===== src/logic/wdsvc_pkg.sv =====
// wdsvc_pkg: register map, field positions, reset values and constants
// for the watchdog service block. assumes a 32-bit apb bus, word aligned.
package wdsvc_pkg;

    // ------------------------------------------------------------
    // register byte addresses
    // ------------------------------------------------------------
    localparam logic [11:0] ADDR_CSR = 12'h000;
    localparam logic [11:0] ADDR_RELOAD = 12'h004;
    localparam logic [11:0] ADDR_SERVICE = 12'h008;
    localparam logic [11:0] ADDR_CONFIG = 12'h00c;
    localparam logic [11:0] ADDR_STATUS = 12'h010;

    // ------------------------------------------------------------
    // field positions
    // ------------------------------------------------------------
    localparam int CSR_IRQ_EN_BIT = 3;
    localparam int CSR_PENDING_BIT = 4;
    localparam int CSR_FREEZE_EN_BIT = 5;
    localparam int CFG_MATCH_EN_BIT = 0;
    localparam int STS_RUN_BIT = 0;
    localparam int STS_ERR_BIT = 1;

    // ------------------------------------------------------------
    // values
    // ------------------------------------------------------------
    localparam logic [7:0] RELOAD_RST = 8'h0f;
    localparam logic [7:0] SERVICE_PATTERN = 8'h5c;
    localparam logic [7:0] PRESCALE_RST = 8'hff;
    localparam logic [1:0] SYNC_RST = 2'h0;

    // ------------------------------------------------------------
    // control bits carried together
    // ------------------------------------------------------------
    typedef struct packed {
        logic freeze_halt_enable;
        logic prescale_timer_irq_enable;
        logic match_service_enable;
    } wdsvc_ctrl_s;

    // request kinds crossing into the watchdog tick domain
    typedef enum logic [2:0] {
        REQ_IDLE = 3'h1,
        REQ_RELOAD = 3'h2,
        REQ_SERVICE = 3'h4
    } wdsvc_req_e;

endpackage


===== src/logic/wdsvc_top.sv =====
// wdsvc_top: watchdog reload and match servicing, prescale timer control bits.
// assumes an apb master on pclk, and wd_clk_in / freeze_in asynchronous pins.
// wd_clk_in must stay well below a quarter of pclk or ticks are lost.
// freeze_in is a level; the halt follows it two pclk cycles late.
//
// Summary of operation
// - freeze enable set halts prescale timer while freeze input asserted
// - freeze enable bit resets to zero
// - reload register is eight bits, write only
// - watchdog idle after reset, starts on first reload write
// - each later reload write restarts count with new value
// - reload register resets to 0fh
// - with match enabled, writing 5ch to service register services watchdog
// - valid service reloads counter from stored reload value
// - with match enabled, any other byte raises watchdog error
// - with match enabled, two service writes within one watchdog clock cycle raise error
// - with match disabled, service writes are ignored entirely
`timescale 1ns/10ps

module wdsvc_top (
    // clock and reset
    input wire logic pclk,
    input wire logic presetn,
    // apb slave
    input wire logic psel,
    input wire logic penable,
    input wire logic pwrite,
    input wire logic [11:0] paddr,
    input wire logic [31:0] pwdata,
    output logic [31:0] prdata,
    output logic pready,
    output logic pslverr,
    // pins from outside the clock domain
    input wire logic wd_clk_in,
    input wire logic freeze_in,
    // event outputs
    output logic prescale_irq,
    output logic wd_error,
    output logic wd_expired
);

    // ------------------------------------------------------------
    // input synchronisers
    // ------------------------------------------------------------
    logic [1:0] wdclk_sync_r;
    logic [1:0] frz_sync_r;
    logic wdclk_prev_r;
    logic wd_tick;
    logic freeze_s;

    // first stage feeds only the second stage
    // hazard: a pin pulse shorter than one pclk period can be missed
    always_ff @(posedge pclk or negedge presetn) begin
        if (!presetn) begin
            wdclk_sync_r <= wdsvc_pkg::SYNC_RST;
            frz_sync_r <= wdsvc_pkg::SYNC_RST;
            wdclk_prev_r <= 1'b0;
        end else begin
            wdclk_sync_r <= {wdclk_sync_r[0], wd_clk_in};
            frz_sync_r <= {frz_sync_r[0], freeze_in};
            wdclk_prev_r <= wdclk_sync_r[1];
        end
    end

    // rising edge of the watchdog input clock as a one-cycle enable
    assign wd_tick = wdclk_sync_r[1] & ~wdclk_prev_r;
    assign freeze_s = frz_sync_r[1];

    // ------------------------------------------------------------
    // apb decode
    // ------------------------------------------------------------
    logic wr_en;
    logic rd_en;
    logic addr_ok;

    // zero wait state slave: access phase completes in its first cycle
    assign pready = 1'b1;
    assign wr_en = psel & penable & pwrite;
    // read data is latched in the setup cycle, so it stands through access
    assign rd_en = psel & ~penable & ~pwrite;

    function automatic logic is_mapped(input logic [11:0] a);
        is_mapped = (a == wdsvc_pkg::ADDR_CSR) || (a == wdsvc_pkg::ADDR_RELOAD) ||
                    (a == wdsvc_pkg::ADDR_SERVICE) || (a == wdsvc_pkg::ADDR_CONFIG) ||
                    (a == wdsvc_pkg::ADDR_STATUS);
    endfunction

    assign addr_ok = is_mapped(paddr);
    // writes to the read-only status word are accepted and have no effect
    assign pslverr = psel & penable & ~addr_ok;

    // one compare for every register strobe, so no decode drifts from the map
    function automatic logic strobe_at(input logic en, input logic [11:0] a,
                                       input logic [11:0] target);
        strobe_at = en & (a == target);
    endfunction

    logic wr_csr;
    logic wr_reload;
    logic wr_service;
    logic wr_cfg;
    assign wr_csr = strobe_at(wr_en, paddr, wdsvc_pkg::ADDR_CSR);
    assign wr_reload = strobe_at(wr_en, paddr, wdsvc_pkg::ADDR_RELOAD);
    assign wr_service = strobe_at(wr_en, paddr, wdsvc_pkg::ADDR_SERVICE);
    assign wr_cfg = strobe_at(wr_en, paddr, wdsvc_pkg::ADDR_CONFIG);

    // ------------------------------------------------------------
    // control bits
    // ------------------------------------------------------------
    wdsvc_pkg::wdsvc_ctrl_s ctrl_r;

    // all control bits clear at reset, so freeze is ignored by default
    // match enable lives in the config word, not the control word
    always_ff @(posedge pclk or negedge presetn) begin
        if (!presetn) begin
            ctrl_r <= '0;
        end else begin
            if (wr_csr) begin
                ctrl_r.freeze_halt_enable <= pwdata[wdsvc_pkg::CSR_FREEZE_EN_BIT];
                ctrl_r.prescale_timer_irq_enable <= pwdata[wdsvc_pkg::CSR_IRQ_EN_BIT];
            end
            if (wr_cfg) begin
                ctrl_r.match_service_enable <= pwdata[wdsvc_pkg::CFG_MATCH_EN_BIT];
            end
        end
    end

    // ------------------------------------------------------------
    // counter helpers shared by both down counters
    // ------------------------------------------------------------
    // one step down; callers gate it, so no underflow guard here
    function automatic logic [7:0] count_down(input logic [7:0] v);
        count_down = v - 8'h01;
    endfunction

    // zero test for the wrap pulse, the expiry level and the stop
    function automatic logic is_zero(input logic [7:0] v);
        is_zero = (v == 8'h00);
    endfunction

    // ------------------------------------------------------------
    // prescale timer
    // ------------------------------------------------------------
    logic [7:0] pt_count_r;
    logic pt_run;

    // freeze only bites when enabled; otherwise count through debug halts
    assign pt_run = wd_tick & ~(ctrl_r.freeze_halt_enable & freeze_s);

    // free running down counter; no preset register in this block
    always_ff @(posedge pclk or negedge presetn) begin
        if (!presetn) begin
            pt_count_r <= wdsvc_pkg::PRESCALE_RST;
        end else if (pt_run) begin
            pt_count_r <= count_down(pt_count_r);
        end
    end

    // one pulse per wrap through zero, only while enabled
    always_ff @(posedge pclk or negedge presetn) begin
        if (!presetn) begin
            prescale_irq <= 1'b0;
        end else begin
            prescale_irq <= pt_run & is_zero(pt_count_r) &
                            ctrl_r.prescale_timer_irq_enable;
        end
    end

    // ------------------------------------------------------------
    // reload register and service write capture
    // ------------------------------------------------------------
    logic [7:0] reload_r;
    logic svc_good;
    logic svc_bad;

    // write only; never returned on reads
    always_ff @(posedge pclk or negedge presetn) begin
        if (!presetn) begin
            reload_r <= wdsvc_pkg::RELOAD_RST;
        end else if (wr_reload) begin
            reload_r <= pwdata[7:0];
        end
    end

    // the service byte compare feeds both the good and the bad path
    function automatic logic is_pattern(input logic [7:0] b);
        is_pattern = (b == wdsvc_pkg::SERVICE_PATTERN);
    endfunction

    // writes with matching disabled are dropped here, no service no error
    assign svc_good = wr_service & ctrl_r.match_service_enable &
                      is_pattern(pwdata[7:0]);
    assign svc_bad = wr_service & ctrl_r.match_service_enable &
                     ~is_pattern(pwdata[7:0]);

    // ------------------------------------------------------------
    // request held until the next watchdog tick
    // ------------------------------------------------------------
    wdsvc_pkg::wdsvc_req_e req_r;
    logic svc_seen_r;
    logic double_svc;

    // a second good service before the tick consumes the first is an error
    assign double_svc = svc_good & svc_seen_r;

    // one-hot request held until the tick carries it into the count
    always_ff @(posedge pclk or negedge presetn) begin
        if (!presetn) begin
            req_r <= wdsvc_pkg::REQ_IDLE;
        end else begin
            case (req_r)
                wdsvc_pkg::REQ_IDLE: begin
                    if (wr_reload) begin
                        req_r <= wdsvc_pkg::REQ_RELOAD;
                    end else if (svc_good) begin
                        req_r <= wdsvc_pkg::REQ_SERVICE;
                    end
                end
                wdsvc_pkg::REQ_RELOAD, wdsvc_pkg::REQ_SERVICE: begin
                    // new writes win over the tick so none is lost; a service
                    // that lands on the tick that consumes a reload waits a tick
                    if (wr_reload) begin
                        req_r <= wdsvc_pkg::REQ_RELOAD;
                    end else if (svc_good && (req_r == wdsvc_pkg::REQ_SERVICE || wd_tick)) begin
                        req_r <= wdsvc_pkg::REQ_SERVICE;
                    end else if (wd_tick) begin
                        req_r <= wdsvc_pkg::REQ_IDLE;
                    end
                end
                default: begin
                    req_r <= wdsvc_pkg::REQ_IDLE;
                end
            endcase
        end
    end

    // tracks whether a service already landed in this watchdog cycle
    // the set wins over the tick, so a write on the tick opens the window
    always_ff @(posedge pclk or negedge presetn) begin
        if (!presetn) begin
            svc_seen_r <= 1'b0;
        end else if (svc_good) begin
            svc_seen_r <= 1'b1;
        end else if (wd_tick) begin
            svc_seen_r <= 1'b0;
        end
    end

    // ------------------------------------------------------------
    // watchdog counter on tick enable
    // ------------------------------------------------------------
    logic [7:0] wd_count_r;
    logic wd_run_r;

    // idle until the first reload write; service before start is inert
    // a service before start only retires its own request
    always_ff @(posedge pclk or negedge presetn) begin
        if (!presetn) begin
            wd_run_r <= 1'b0;
        end else if (wd_tick && req_r == wdsvc_pkg::REQ_RELOAD) begin
            wd_run_r <= 1'b1;
        end
    end

    // count stops at zero rather than wrapping, so expiry stays a level
    always_ff @(posedge pclk or negedge presetn) begin
        if (!presetn) begin
            wd_count_r <= wdsvc_pkg::RELOAD_RST;
        end else if (wd_tick) begin
            if (req_r == wdsvc_pkg::REQ_RELOAD) begin
                wd_count_r <= reload_r;
            end else if (req_r == wdsvc_pkg::REQ_SERVICE && wd_run_r) begin
                wd_count_r <= reload_r;
            end else if (wd_run_r && !is_zero(wd_count_r)) begin
                wd_count_r <= count_down(wd_count_r);
            end
        end
    end

    // expiry level: running and counted out
    always_ff @(posedge pclk or negedge presetn) begin
        if (!presetn) begin
            wd_expired <= 1'b0;
        end else begin
            wd_expired <= wd_run_r & is_zero(wd_count_r);
        end
    end

    // ------------------------------------------------------------
    // error flag, sticky until written one to clear
    // ------------------------------------------------------------
    logic err_set;
    assign err_set = svc_bad | double_svc;

    // set wins over a clear in the same cycle
    // the clear rides on the config word, in its second bit
    always_ff @(posedge pclk or negedge presetn) begin
        if (!presetn) begin
            wd_error <= 1'b0;
        end else if (err_set) begin
            wd_error <= 1'b1;
        end else if (wr_cfg && pwdata[wdsvc_pkg::STS_ERR_BIT]) begin
            wd_error <= 1'b0;
        end
    end

    // ------------------------------------------------------------
    // read mux
    // ------------------------------------------------------------
    logic pending;
    // high from the write edge until the tick that carries it
    assign pending = (req_r != wdsvc_pkg::REQ_IDLE);

    // write-only and unmapped offsets read zero; data drops after access
    always_ff @(posedge pclk or negedge presetn) begin
        if (!presetn) begin
            prdata <= 32'h0000_0000;
        end else begin
            prdata <= 32'h0000_0000;
            if (rd_en) begin
                case (paddr)
                    wdsvc_pkg::ADDR_CSR: begin
                        prdata[wdsvc_pkg::CSR_FREEZE_EN_BIT] <= ctrl_r.freeze_halt_enable;
                        prdata[wdsvc_pkg::CSR_PENDING_BIT] <= pending;
                        prdata[wdsvc_pkg::CSR_IRQ_EN_BIT] <= ctrl_r.prescale_timer_irq_enable;
                    end
                    wdsvc_pkg::ADDR_CONFIG: begin
                        prdata[wdsvc_pkg::CFG_MATCH_EN_BIT] <= ctrl_r.match_service_enable;
                    end
                    wdsvc_pkg::ADDR_STATUS: begin
                        prdata[wdsvc_pkg::STS_RUN_BIT] <= wd_run_r;
                        prdata[wdsvc_pkg::STS_ERR_BIT] <= wd_error;
                    end
                    default: begin
                        prdata <= 32'h0000_0000;
                    end
                endcase
            end
        end
    end

endmodule // wdsvc_top


===== config.mk =====
export PLATFORM = sky130hd
export DESIGN_NAME = wdsvc_top
export DESIGN_NICKNAME = d
export VERILOG_FILES = /design/src/logic/wdsvc_pkg.sv /design/src/logic/wdsvc_top.sv
export SDC_FILE = /design/constraint.sdc
export NUM_CORES = 1
export LEC_CHECK = 0
export BUFFER_PORTS_ARGS = -buffer_cell sky130_fd_sc_hd__clkbuf_2
export CORE_MARGIN = 2
export CORE_UTILIZATION = 52
export CTS_BUF_LIST = sky130_fd_sc_hd__clkbuf_4 sky130_fd_sc_hd__clkbuf_8
export CTS_CLUSTER_DIAMETER = 60
export DETAILED_ROUTE_END_ITERATION = 8
export GPL_TIMING_DRIVEN = 0
export MAX_ROUTING_LAYER = met4
export PLACE_DENSITY = 0.89
export SYNTH_ARGS = -nofsm -noshare
export SYNTH_HDL_FRONTEND = slang
export SYNTH_SLANG_ARGS = --single-unit

===== constraint.sdc =====
create_clock -name pclk -period 2.4 [get_ports pclk]
set_input_delay 0.12 -clock pclk [delete_from_list [all_inputs] [get_ports pclk]]
set_output_delay 0.12 -clock pclk [all_outputs]
set_load 0.005 [all_outputs]

==> impl_results.md <==
- Post-layout util: 63.1%
- Fill cells: 359
- Global-route usage over all layers: 20.3%
- TritonRoute pass-1 iters: 4
- Antenna-violating nets left: 0
- Vias: between 1500 and 2000
- Initial antenna violation count: 0
- CTS tree: done
- Mean post-synth cell area: between 10 and 15 µm²
- Post_cts resized: 0
- Slew Viols, Final: 0
- Most frequent cells in the layout: clkbuf_2, buf_4, conb_1, dfrtp_1, nor2_1
- Commonest non-fill, non-tap cell in the layout: clkbuf_2
- RSZ-0062 raised after global routing: false
- Fin Setup TNS: 0 ns
- Worst IR Drop VDD: around 590 µV
- CP required: between 2 and 3 ns
- Number of global-route vias before repair: ~1700
- Data arrival time of the critical path: 2.05 ns
- Final hold violation count: 24
- Logic pwr share: between 10 and 15%
- Post-route design area: 2960 µm²
- Die width: 73.4 µm
- Pin count of the biggest net entering global routing: 46
- Max-cap violations: 0
- Skew-Pair Late Insertion Delay: 0.31 ns
- Number of synthesized flops with an enable pin: 0
- Least-Margin Pin Slew: 1.05 ns
- Drt wl/cell: 13.6 µm
- Remaining Overflow, GRT: 0
- Failing checks: negative hold slack
- Total clock sinks: 45
- Clock transition at path regs: 0.09 ns
- Layout cells sized above 1: about two fifths
- Yosys reg bits: 45
- Drt via density: 5.19
- Placed instance area: between 2000 and 3000 µm²
- DIE AREA: 5380 µm²
- Ys flop type: dfrtp_1
- Worst-path fanout max: 6
- CTS H-tree depth: 2
- Status: finished, violations left
- Fin nets: approximately 360
- Root Buffer: clkbuf_8
- Internal: between 0.001 and 0.0015 W
- CP Class: reg2reg
- Slew HR: 29.7%
- First-pass GRT wire length: around 8100 µm
- CP startpoint kind: flip-flop
- Clock power frac: about 30%
- Final GP Congestion: 0.889
- Die Y: 73.4 µm
- ANT cells: 0
- Fin crit period: 1.85 ns
- IO Pins: 88
- DP Cell Count: 349
- CTS Hold Bufs: 2
- Worst hold slack: -0.00849 ns
- Non-filler cells, final: around 360
- Sw frac: between 20% and 30%
- Core area: 4690 µm²
- Flop pwr share: 56.5%
- # port buffers: 35
- Post-synthesis sequential area ratio: 45.9%
- Worst min-delay path class: in2async
- Detailed Place HPWL: 3710 µm
- Rows: 25
- PwrDens: 577 nW/µm²
- Cts bufs inserted: 5
- Post-CTS Setup Repair Bufs: 0
- Post-synthesis async set-or-reset flop share: 100%
- Max Buffers Root-to-Sink: 2
- Max Clk Rate: 541 MHz
- Post-Route WL: 4890 µm
- Psw: 0.000486 W
- Synth Cell Area: approximately 2500 µm²
- Synth warnings: 0
- Distinct cell type count after synthesis: 63
- Worst Skew: 0.00781 ns
- DRC violations left: 0
- Tcrit/Tclk final: 77.0%
- Initial Util: 53.3%
- Syn Inst Count: 234
- DR iter-0 viols: 85
- Pleak: 1.48 nW
- Syn-to-layout area delta: 18.3%
- Setup violators final: 0
- Crit. End Element: flip-flop
-- cell usage after synthesis, drive strengths merged (2+ instances only) --
master	number	share of area, %
dfrtp	28	28
nor2b	2	0.50
o31ai	3	0.90
a31oi	2	0.50
nand2	17	2.7
nand3	5	1.2
nand3b	2	0.60
mux2	11	6.2
nor3	7	2.3
dfstp	17	18
o22ai	2	0.50
xnor2	5	1.8
conb	2	0.30
o2bb2ai	3	1.1
o21ai	15	3.6
o211ai	2	0.60
nor2	21	3.8
a21o	4	1.3
inv	8	1.2
or2b	2	0.65
buf	31	9.0
ha	3	1.5
nor4	5	2.1
a22oi	2	0.60
xor2	2	0.70
clkbuf	2	0.35
nand2b	2	0.60
nand4	4	1.9
a21oi	9	2.3
and2	2	0.50
-- state kept, by name, indices dropped and copies added (netlist names) --
name,count
pt_count_r,8
reload_r,8
wd_count_r,8
prdata,5
ctrl_r,3
req_r,3
frz_sync_r,2
wdclk_sync_r,2
prescale_irq,1
svc_seen_r,1
wd_error,1
wd_expired,1
wd_run_r,1
wdclk_prev_r,1
-- path summary, 6_finish.rpt --
| path | slack [ns] | to | cells after the start | from |
|---|---|---|---|---|
| hold / removal | -0.008 | wd_count_r[7] | 1 | presetn |
| setup reg to reg | 0.55 | wd_count_r[5] | 8 | wd_count_r[0] |
| max in group asynchronous | 1.77 | wdclk_prev_r | 1 | presetn |
| setup / recovery | 0.55 | wd_count_r[5] | 8 | wd_count_r[0] |
| min in group pclk | 0.07 | reload_r[6] | 2 | pwdata[6] |
| hold reg to reg | 0.36 | wdclk_sync_r[1] | 0 | wdclk_sync_r[0] |
-- critical path, cell delays in order (launching register included) --
cell	delay [ns]
dfstp_2	0.54
inv_1	0.10
ha_1	0.22
or3b_1	0.15
buf_2	0.18
o21ai_4	0.10
a21oi_2	0.22
nand2_1	0.07
a21o_1	0.17
-- cell type report --
type / instances / area (µm²) / area share (%)
Multi-Input combinational cell: 174 / 1190 / 40.1
Clock buffer: 5 / 68.8 / 2.33
Buffer: 33 / 234 / 7.91
Inverter: 8 / 30.0 / 1.01
Timing Repair Buffer: 37 / 195 / 6.60
Sequential cell: 45 / 1150 / 38.8
Clock inverter: 3 / 28.8 / 0.973
Tap cell: 54 / 67.6 / 2.28
-- logic make-up (layout without fill, tap and decap cells) --
family | Yosys count | in the layout | share of synthesized area (%)
compound gates | 47 | 47 | 13.4
xor+xnor | 7 | 7 | 2.45
fa+ha+maj | 3 | 3 | 1.50
buf+inv | 41 | 86 | 10.6
flops | 45 | 45 | 45.9
mux | 11 | 11 | 6.15
other cells | 2 | 28 | 0.300
simple gates | 78 | 78 | 19.8
-- metrics by stage --
stage / worst slack, ns / power [W]
finish: 0.551 / 0.00171
global route: 0.436 / 0.00178
CTS: 0.572 / 0.00171
detailed placement: 0.590 / 0.00120
global placement: 0.568 / 0.00117
floorplan: 0.730 / 0.00110
-- power by group through the flow --
stage	Clock, W	Sequential, W	Combinational [W]
2_1_floorplan	0	0.000951	0.000153
3_3_place_gp	0	0.000963	0.000211
3_5_place_dp	0	0.000970	0.000228
4_1_cts	0.000516	0.000959	0.000231
5_1_grt	0.000551	0.000972	0.000261
6_report	0.000509	0.000965	0.000233
-- routing by layer --
layer  GRT usage [%]  wire length, µm  vias up
met3            4.25              373        9
met5               -                0        -
met2            31.9             2350       85
met1            26.6             2080      860
met4            6.06               87        0
li1                -                -      910
No activity file was read; power rests on OpenSTA's default activity.
